==> config.mk <==
export PLATFORM = sky130hd
export DESIGN_NAME = mrseq_top
export DESIGN_NICKNAME = d
export VERILOG_FILES = /design/src/inc/mrseq_pkg.sv /design/src/rtl/mrseq_top.sv /design/src/rtl/mrseq_sync.sv
export VERILOG_INCLUDE_DIRS = /design/src /design/src/inc
export SDC_FILE = /design/constraint.sdc
export NUM_CORES = 1
export LEC_CHECK = 0
export BUFFER_PORTS_ARGS = -buffer_cell sky130_fd_sc_hd__buf_2
export CAP_MARGIN = 20
export CORE_AREA = 2 2 69 71
export DETAILED_ROUTE_END_ITERATION = 6
export DIE_AREA = 0 0 71 73
export GPL_TIMING_DRIVEN = 0
export HOLD_SLACK_MARGIN = 0.03
export PLACE_DENSITY = 0.77
export SYNTH_ARGS = -nofsm -noshare
export SYNTH_HDL_FRONTEND = slang
export SYNTH_SLANG_ARGS = --single-unit
==> constraint.sdc <==
create_clock -name CLK_SYS_I -period 2.1 [get_ports CLK_SYS_I]
set_input_delay 0.42 -clock CLK_SYS_I [delete_from_list [all_inputs] [get_ports CLK_SYS_I]]
set_output_delay 0.42 -clock CLK_SYS_I [all_outputs]
set_load 0.005 [all_outputs]
==> src/inc/mrseq_consts.svh <==
// Purpose : constants for the reset sequencer
// Assumes : included by rtl files only
// Notes   : offsets are data space addresses
`ifndef MRSEQ_CONSTS_SVH
`define MRSEQ_CONSTS_SVH
`define MRSEQ_STAB_CYCLES     12'h800
`define MRSEQ_STAB_LAST       12'h7FF
`define MRSEQ_RST_VEC_LO      12'hFFE
`define MRSEQ_RST_VEC_HI      12'hFFF
`define MRSEQ_DATA_WIN_ADDR   8'hC9
`define MRSEQ_PROG_PAGE_ADDR  8'hCA
`define MRSEQ_RAM_BANK_ADDR   8'hCB
`define MRSEQ_WDOG_ADDR       8'hD8
`define MRSEQ_PRESC_RST       7'h7F
`define MRSEQ_TCOUNT_RST      8'hFF
`define MRSEQ_WDOG_RST        8'hFE
`endif

==> src/inc/mrseq_pkg.sv <==
// Purpose : types for the reset sequencer
// Assumes : nothing
// Notes   : none
package mrseq_pkg;
   typedef enum logic [2:0] {ST_HOLD, ST_STAB, ST_VEC_LO, ST_VEC_HI, ST_RUN} mrseq_state_t;
   typedef enum logic [1:0] {MD_NMI, MD_NORMAL} mrseq_mode_t;
endpackage : mrseq_pkg

==> src/rtl/mrseq_top.sv <==
// Purpose : reset sequencing for a small 8-bit core
// Assumes : CLK_SYS_I is the oscillator; RST_N_I is the power-on detector
// Notes   : pin is split into input, output and enable
`timescale 1ns/1ps
`include "mrseq_consts.svh"
module mrseq_top
   import mrseq_pkg::*;
(
   input  wire logic        CLK_SYS_I,
   input  wire logic        RST_N_I,
   input  wire logic        RESET_PIN_I,
   output logic             RESET_PIN_O,
   output logic             RESET_PIN_OE_O,
   input  wire logic        WDOG_END_I,
   input  wire logic        STOP_MODE_I,
   input  wire logic [7:0]  PMEM_DATA_I,
   input  wire logic        RETURN_FROM_INTERRUPT_INSTRUCTION_I,
   input  wire logic        IRQ_PENDING_I,
   output logic [11:0]      PMEM_ADDR_O,
   output logic             PMEM_RD_O,
   output logic             CORE_RST_N_O,
   output logic             PERIPH_RST_N_O,
   output logic             OSC_RUN_O,
   output logic [11:0]      PC_LOAD_O,
   output logic             PC_LOAD_VALID_O,
   output logic             STACK_CLR_O,
   output logic             NMI_MODE_O,
   output logic             SERVE_IRQ_O,
   output logic             IO_HIZ_O,
   output logic             IO_PULLUP_O,
   output logic             IO_IRQ_EN_O,
   output logic             KEEP_REGS_O,
   output logic [6:0]       PRESC_INIT_O,
   output logic [7:0]       TIMER_COUNT_REGISTER_INIT_O,
   output logic [7:0]       WATCHDOG_COUNT_REGISTER_INIT_O,
   output logic [7:0]       WDOG_REG_ADDR_O
);
   mrseq_state_t state_ff;
   mrseq_state_t nxt_state;
   mrseq_mode_t  mode_ff;
   logic [11:0]  cnt_ff;
   logic [7:0]   vec_lo_ff;
   logic         pin_sync;
   logic         wdog_pull_ff;
   logic         stopped_ff;

   // ---------------------------------------------------------------
   // pin sampling
   // ---------------------------------------------------------------
   // pin is asynchronous; sync before the counter sees it
   mrseq_sync u_pin_sync
   (
      .clk_i     (CLK_SYS_I),
      .rst_n_i   (RST_N_I),
      .d_i       (RESET_PIN_I),
      .q_o       (pin_sync)
   );

   // ---------------------------------------------------------------
   // watchdog pull-down
   // ---------------------------------------------------------------
   // pull low on end of count, release once reset state is entered
   always_ff @(posedge CLK_SYS_I or negedge RST_N_I)
   begin
      if (!RST_N_I)
         wdog_pull_ff <= 1'b0;
      else if (state_ff == ST_HOLD)
         wdog_pull_ff <= 1'b0;
      else if (WDOG_END_I)
         wdog_pull_ff <= 1'b1;
   end
   // open drain: only ever drives low
   assign RESET_PIN_O    = 1'b0;
   assign RESET_PIN_OE_O = wdog_pull_ff;

   // remember stop mode to report oscillator restart
   always_ff @(posedge CLK_SYS_I or negedge RST_N_I)
   begin
      if (!RST_N_I)
         stopped_ff <= 1'b0;
      else if (state_ff == ST_RUN)
         stopped_ff <= STOP_MODE_I;
   end

   // ---------------------------------------------------------------
   // sequence state machine
   // ---------------------------------------------------------------
   always_comb
   begin
      nxt_state = state_ff;
      case (state_ff)
         ST_HOLD:   if (pin_sync) nxt_state = ST_STAB;
         ST_STAB:   if (!pin_sync) nxt_state = ST_HOLD;
                    else if (cnt_ff == `MRSEQ_STAB_LAST) nxt_state = ST_VEC_LO;
         ST_VEC_LO: nxt_state = ST_VEC_HI;
         ST_VEC_HI: nxt_state = ST_RUN;
         ST_RUN:    nxt_state = ST_RUN;
         default:   nxt_state = ST_HOLD;
      endcase
      // any low level seen on the pin restarts the sequence
      if (!pin_sync)
         nxt_state = ST_HOLD;
   end

   always_ff @(posedge CLK_SYS_I or negedge RST_N_I)
   begin
      if (!RST_N_I)
         state_ff <= ST_HOLD;
      else
         state_ff <= nxt_state;
   end

   // stabilisation counter, cleared whenever not counting
   always_ff @(posedge CLK_SYS_I or negedge RST_N_I)
   begin
      if (!RST_N_I)
         cnt_ff <= 12'h000;
      else if (state_ff == ST_STAB && pin_sync)
         cnt_ff <= cnt_ff + 12'h001;
      else
         cnt_ff <= 12'h000;
   end

   // ---------------------------------------------------------------
   // vector fetch
   // ---------------------------------------------------------------
   always_ff @(posedge CLK_SYS_I or negedge RST_N_I)
   begin
      if (!RST_N_I)
      begin
         vec_lo_ff       <= 8'h00;
         PC_LOAD_O       <= 12'h000;
         PC_LOAD_VALID_O <= 1'b0;
      end
      else
      begin
         PC_LOAD_VALID_O <= 1'b0;
         if (state_ff == ST_VEC_LO)
            vec_lo_ff <= PMEM_DATA_I;
         if (state_ff == ST_VEC_HI)
         begin
            PC_LOAD_O       <= {PMEM_DATA_I[3:0], vec_lo_ff};
            PC_LOAD_VALID_O <= 1'b1;
         end
      end
   end
   // memory is assumed to return data in the same cycle
   assign PMEM_RD_O   = (state_ff == ST_VEC_LO) || (state_ff == ST_VEC_HI);
   assign PMEM_ADDR_O = (state_ff == ST_VEC_HI) ? `MRSEQ_RST_VEC_HI : `MRSEQ_RST_VEC_LO;

   // ---------------------------------------------------------------
   // interrupt mode
   // ---------------------------------------------------------------
   always_ff @(posedge CLK_SYS_I or negedge RST_N_I)
   begin
      if (!RST_N_I)
         mode_ff <= MD_NMI;
      else if (state_ff != ST_RUN)
         mode_ff <= MD_NMI;
      else if (RETURN_FROM_INTERRUPT_INSTRUCTION_I)
         mode_ff <= MD_NORMAL;
   end
   assign NMI_MODE_O  = (mode_ff == MD_NMI);
   // first return: pending request served, else fall through
   assign SERVE_IRQ_O = (state_ff == ST_RUN) && (mode_ff == MD_NMI)
                        && RETURN_FROM_INTERRUPT_INSTRUCTION_I && IRQ_PENDING_I;

   // ---------------------------------------------------------------
   // reset outputs and presets
   // ---------------------------------------------------------------
   // core released synchronously, only after the vector is loaded
   assign CORE_RST_N_O   = (state_ff == ST_RUN);
   assign PERIPH_RST_N_O = (state_ff != ST_HOLD) && (state_ff != ST_STAB);
   assign STACK_CLR_O    = (state_ff != ST_RUN);
   assign IO_HIZ_O       = (state_ff != ST_RUN);
   assign IO_PULLUP_O    = (state_ff != ST_RUN);
   assign IO_IRQ_EN_O    = 1'b0;
   assign KEEP_REGS_O    = 1'b1;
   // oscillator restarted at any reset, including from stop
   assign OSC_RUN_O      = (state_ff != ST_RUN) || !stopped_ff || !STOP_MODE_I;
   assign PRESC_INIT_O                   = `MRSEQ_PRESC_RST;
   assign TIMER_COUNT_REGISTER_INIT_O    = `MRSEQ_TCOUNT_RST;
   assign WATCHDOG_COUNT_REGISTER_INIT_O = `MRSEQ_WDOG_RST;
   assign WDOG_REG_ADDR_O                = `MRSEQ_WDOG_ADDR;
endmodule : mrseq_top

==> src/rtl/mrseq_sync.sv <==
// Purpose : two flop synchroniser for one level
// Assumes : asynchronous input
// Notes   : first flop read only by the second
`timescale 1ns/1ps
module mrseq_sync
(
   input  wire logic clk_i,
   input  wire logic rst_n_i,
   input  wire logic d_i,
   output logic      q_o
);
   logic meta_ff;
   // ---------------------------------------------------------------
   // double flop
   // ---------------------------------------------------------------
   always_ff @(posedge clk_i or negedge rst_n_i)
   begin
      if (!rst_n_i)
      begin
         meta_ff <= 1'b0;
         q_o     <= 1'b0;
      end
      else
      begin
         meta_ff <= d_i;
         q_o     <= meta_ff;
      end
   end
endmodule : mrseq_sync

# Word level (Yosys, flattened, before mapping)
# Index checks and enable logic that the tools add are counted.
# word_totals
register_bits	42
latchBits	0
ram_bits	0
rom_bits	0
wordCells	45
n_memories	0
# classes
addsub	1
multipliers	0
div_mod_pow	0
order_cmp	0
eq_ne	8
shift	0
mux	10
bitwise	0
n_reduce_logical	16
# ops
operator	count
$add A12 B1 Y12 const B	1
$eq A12 B11 Y1 const B	1
$mux W12	1
$pmux W3 S4	1
$eq A3 B2 Y1 const B	2
$mux W3	2
$ne A3 B3 Y1 const B	2
$logic_and A1 B1 Y1	5
$mux W1	4
$mux W2	2
$reduce_bool A2 Y1	2
$eq A3 B1 Y1 const B	1
$eq A3 B3 Y1 const B	1
$logic_not A3 Y1	1
$logic_or A1 B1 Y1	3
$ne A3 B1 Y1 const B	1
$reduce_bool A3 Y1	1
$logic_not A1 Y1	2
$logic_not A2 Y1	1
$reduce_or A2 Y1	1

# Logic depth before layout (Yosys ltp)
# logic_depth
word_depth	4
ltp_mapped	5
ltp_nobuf	4

# By module
# A second synthesis with hierarchy kept.
# unflattened
hier_cells	183
hier_area_um2	2040.7
# modules_own_cells
mod	n_inst	cells_each	area_per_inst_um2	seq_area_each_um2
mrseq_top	1	181	1990.7	975.9
mrseq_sync	1	2	50.0	50.0

# Worst setup path before layout
# No wires, ideal clock.
# synth_timing
kind	reg2out
startpoint	reg state_ff[0]
endpoint	out SERVE_IRQ_O
arrival_ns	1.138
t_required_ns	1.680
setup_slack_ns	0.542
path_stages_with_launch	6
n_path_buf	1
path_cell_list	dfrtp_1 buf_4 nor2_1 and2_0 inv_1 nor3_1
# synth_via
elab_chain_len	4
# synth_rtl
item	line_no	text
start: declaration	mrseq_top.sv:38	mrseq_state_t state_ff;
start signal: assignment	mrseq_top.sv:110	state_ff <= nxt_state;
$eq A3 B3 Y1	--	
via CORE_RST_N_O	mrseq_top.sv:21	output logic CORE_RST_N_O,
$logic_and A1 B1 Y1	mrseq_top.sv:165	assign SERVE_IRQ_O = (state_ff == ST_RUN) && (mode_ff == MD_NMI)
$logic_and A1 B1 Y1 (2 in a row)	mrseq_top.sv:166	&& RETURN_FROM_INTERRUPT_INSTRUCTION_I && IRQ_PENDING_I;
end: declaration	mrseq_top.sv:28	output logic SERVE_IRQ_O,
# The timed path passes the listed nets, and every way through them passes these cells.

# Worst setup path after layout
# layout_timing
startpoint	reg state_ff[1]
endpoint	out PMEM_ADDR_O[0]
# layout_via
elab_chain_len	2
# layout_rtl
item	line_no	text
$eq A3 B2 Y1	mrseq_top.sv:149	assign PMEM_ADDR_O = (state_ff == ST_VEC_HI) ? `MRSEQ_RST_VEC_HI : `MRSEQ_RST_VEC_LO;
$mux W1 (no source line)	--	
end: declaration	mrseq_top.sv:19	output logic [11:0] PMEM_ADDR_O,
# No other way between the ends.

==> flow_summary.yaml <==
run_status:
  status: "finished clean"
critical_path:
  startpoint: "state_ff[1]$_DFFE_PN0P_"
  crit_chain: "and2b_1, nand2_1, clkbuf_4, inv_1, buf_2"
  end_kind: "primary output"
  reg2reg_slack_ns: 0.47
  crit_end: "PMEM_ADDR_O[0]"
  crit_buf_inv: 3
  r2r_cells: 4
  path_depth: 5
  critPathMaxStageDelay_ns: 0.43
  worstReg2RegStart: "cnt_ff[0]$_DFF_PN0_"
  path_class: "register to primary output"
  cp.required_ns: 1.68
  cp_max_fo: 10
  start_kind: "register"
  crit_path_top_delay_cell: "dfrtp_1"
  arrival_ns: 1.55
  crit_family: "buffers and inverters"
  r2r-end: "state_ff[1]$_DFFE_PN0P_"
global_routing:
  grt_pass1_wl_mm: 5.46
  grt_pass1_vias: 1215
  track_usage_pct: 13.4
  overflow: 0
  antenna_found_initial: 0
  grt_max_degree: 42
floorplanning:
  boundaryPins: 84
  die-area_sq_um: 5180
  core_area_sq_um: 4540
  placement_rows: 25
  die_height_um: 73
  die_w_um: 71
  initial_core_util_pct: 45.0
sta:
  clock_skew_ns: 0.00589
  post-route-min-period_ns: 1.97
  setup_viol: 0
  fin_crit_sh_pct: 93.7
  hold_viol_final: 0
  worst_slew_pin_slew_ns: 0.879
  rsz0062_at_grt: "no"
  max_freq_ghz: 0.508
  max-slew-margin-rel_pct: 41.4
  setup_tns_ns: 0
  hold_ws_ns: 0.247
  slew_violations: 0
route:
  wl_per_cell_um: 10.3
  viasPerCell: 4.28
  drtAntennaViolNets: 0
  drc: 0
  first_iter_violations: 13
  wl_mm: 3.35
  dr.pass1.iters: 4
  via_count: 1386
place:
  gp_congestion: 0.720
  io_buffer_count: 38
  dpl.hpwl_mm: 2.57
  place_area_sq_um: 2460
power_and_ir_drop:
  pwr-share-seq_pct: 57.7
  p_sw_w: 0.000303
  pwr-share-comb_pct: 9.7
  power.density_nw_per_um2: 550
  swShare_pct: 21.7
  peakVddDrop_mv: 0.543
  p_leak_nw: 1.35
  clockPowerShare_pct: 32.6
  p_int_w: 0.00109
synth:
  ys_seq_area_share_pct: 50.3
  synth_top_cell_by_area: "dfrtp_1"
  ys_ff_latch: 41
  netlist.area_leader.share_pct: 50.3
  synthAdderAreaFrac_pct: 0.613
  synth_top_family_by_area: "buffers and inverters"
  syn-cell-area_sq_um: 2040
  synthXorXnorAreaFrac_pct: 1.29
  yosys.area_share.simple_pct: 11.2
  yosysUniqueCellTypes: 31
  synth_compound_area_share_pct: 5.40
  avgSynthCellArea_sq_um: 11.2
  ys_top_cells_by_area: "dfrtp_1 (50%), buf_4 (18%), mux2_2 (12%), a21oi_1 (2.0%), or4_1 (1.8%)"
  syn_inst: 183
  synth_warnings: 0
  synth_mux_area_share_pct: 11.6
finish:
  num_antenna_cells: 0
  fin_util_pct: 55.9
  register_area_sq_um: 1030
  synthToLayoutAreaGrowth_pct: 24.3
  fill_cells: 404
  nNetsFinal: 287
  fin_area_sq_um: 2540
  multi_input_area_sq_um: 785
  drive_gt1_share_pct: 43.3
cts:
  cts_setup_buffers: 0
  root_buffer: "clkbuf_8"
  clkTransAtPathRegs_ns: 0.07
  cts_made_buffers: 5
  cts_resized: 0
  cts_tree: "done"
  insertion_delay_ns: 0.28
  clockBufferDepth: 2
  cts_sinks: 41
  htree_levels: 2
  cts-hold-fix-buffers: 0
worst_hold_path:
  hold_path_class: "input pin to async pin"
job:
  maxCapViolCount: 0
metal layers:
layer  wire (um)  share of wire, %  track usage (%)  vias up
met4          32              0.96             4.40        0
li1            -                 -                -      704
met3         261               7.8             4.70        4
met1        1360                40             15.5      625
met5           0                 0                0        -
met2        1700                51             23.4       53
power by group through the flow:
stage	logic [W]	clock network, W	registers [W]
final	0.000135	0.000455	0.000805
after detailed placement	0.000134	0	0.000820
after global routing	0.000153	0.000510	0.000806
after floorplan	0.0000950	0	0.000820
after global placement	0.000132	0	0.000819
after CTS	0.000134	0.000476	0.000805
placed cells by master (no fill, tap or decap), types with 6 or more instances in the layout:
master	synthesis	layout
buf_2	2	39
dfrtp_1	41	41
buf_4	48	48
a21oi_1	8	8
nor2_1	9	9
conb_1	2	45
nand3_1	6	6
mux2_2	21	21
synthesized netlist by cell type:
master / number
buf_4: 48
dfrtp_1: 41
mux2_2: 21
nor2_1: 9
a21oi_1: 8
nand3_1: 6
inv_1: 5
nand2_1: 5
or4_1: 5
o31ai_1: 4
o21ai_0: 3
or3_1: 3
and2b_1: 2
buf_2: 2
conb_1: 2
nand2b_1: 2
nand4_1: 2
xor2_1: 2
a21boi_0: 1
a221oi_1: 1
and2_0: 1
and2_1: 1
and3_1: 1
clkbuf_1: 1
ha_1: 1
nand3_2: 1
nor3_1: 1
nor3b_1: 1
o22a_1: 1
or3b_1: 1
xnor2_1: 1
area by class of cell:
cell class                      count  share of cell area (%)
Clock inverter                      1                   0.197
Clock buffer                        5                    2.71
Multi-Input combinational cell    129                    30.9
Timing Repair Buffer               38                    7.50
Tap cell                           54                    2.66
Sequential cell                    41                    40.4
Buffer                             51                    14.8
Inverter                            5                   0.740
stage by stage:
stage / worst slack (ns) / cells / total power [W]
after floorplan: 0.542 / 226 / 0.000915
after global placement: 0.401 / 318 / 0.000952
after detailed placement: 0.375 / 318 / 0.000954
after CTS: 0.0499 / 324 / 0.00141
after global routing: 0.00928 / 324 / 0.00147
final: 0.133 / 324 / 0.00140
worst min-delay path by stage:
stage | depth (start not counted) | start | slack (ns) | endpoint
2_1_floorplan | 0 | RST_N_I | 0.12 | PC_LOAD_O[0]$_DFFE_PN0P_
3_3_place_gp | 0 | u_pin_sync.meta_ff$_DFF_PN0_ | 0.33 | u_pin_sync.q_o$_DFF_PN0_
3_5_place_dp | 0 | u_pin_sync.meta_ff$_DFF_PN0_ | 0.34 | u_pin_sync.q_o$_DFF_PN0_
4_1_cts | 1 | RESET_PIN_I | 0.24 | u_pin_sync.meta_ff$_DFF_PN0_
5_1_grt | 1 | RESET_PIN_I | 0.23 | u_pin_sync.meta_ff$_DFF_PN0_
6_report | 1 | RST_N_I | 0.25 | vec_lo_ff[6]$_DFFE_PN0N_
kinds of logic after synthesis:
| family | after synthesis |
|---|---|
| AO/OA/AOI/OAI | 18 |
| multiplexers | 21 |
| other | 2 |
| flip-flops | 41 |
| XOR/XNOR | 3 |
| buffers and inverters | 56 |
| AND/OR/NAND/NOR | 41 |
| adder cells (fa/ha/maj) | 1 |
sequential cells by signal (all words and copies together), names as in the netlist:
signal / count
PC_LOAD_O: 12
cnt_ff: 12
vec_lo_ff: 8
state_ff: 3
PC_LOAD_VALID_O: 1
RESET_PIN_OE_O: 1
mode_ff: 1
stopped_ff: 1
u_pin_sync.meta_ff: 1
u_pin_sync.q_o: 1
No activity file was read; power rests on OpenSTA's default activity.
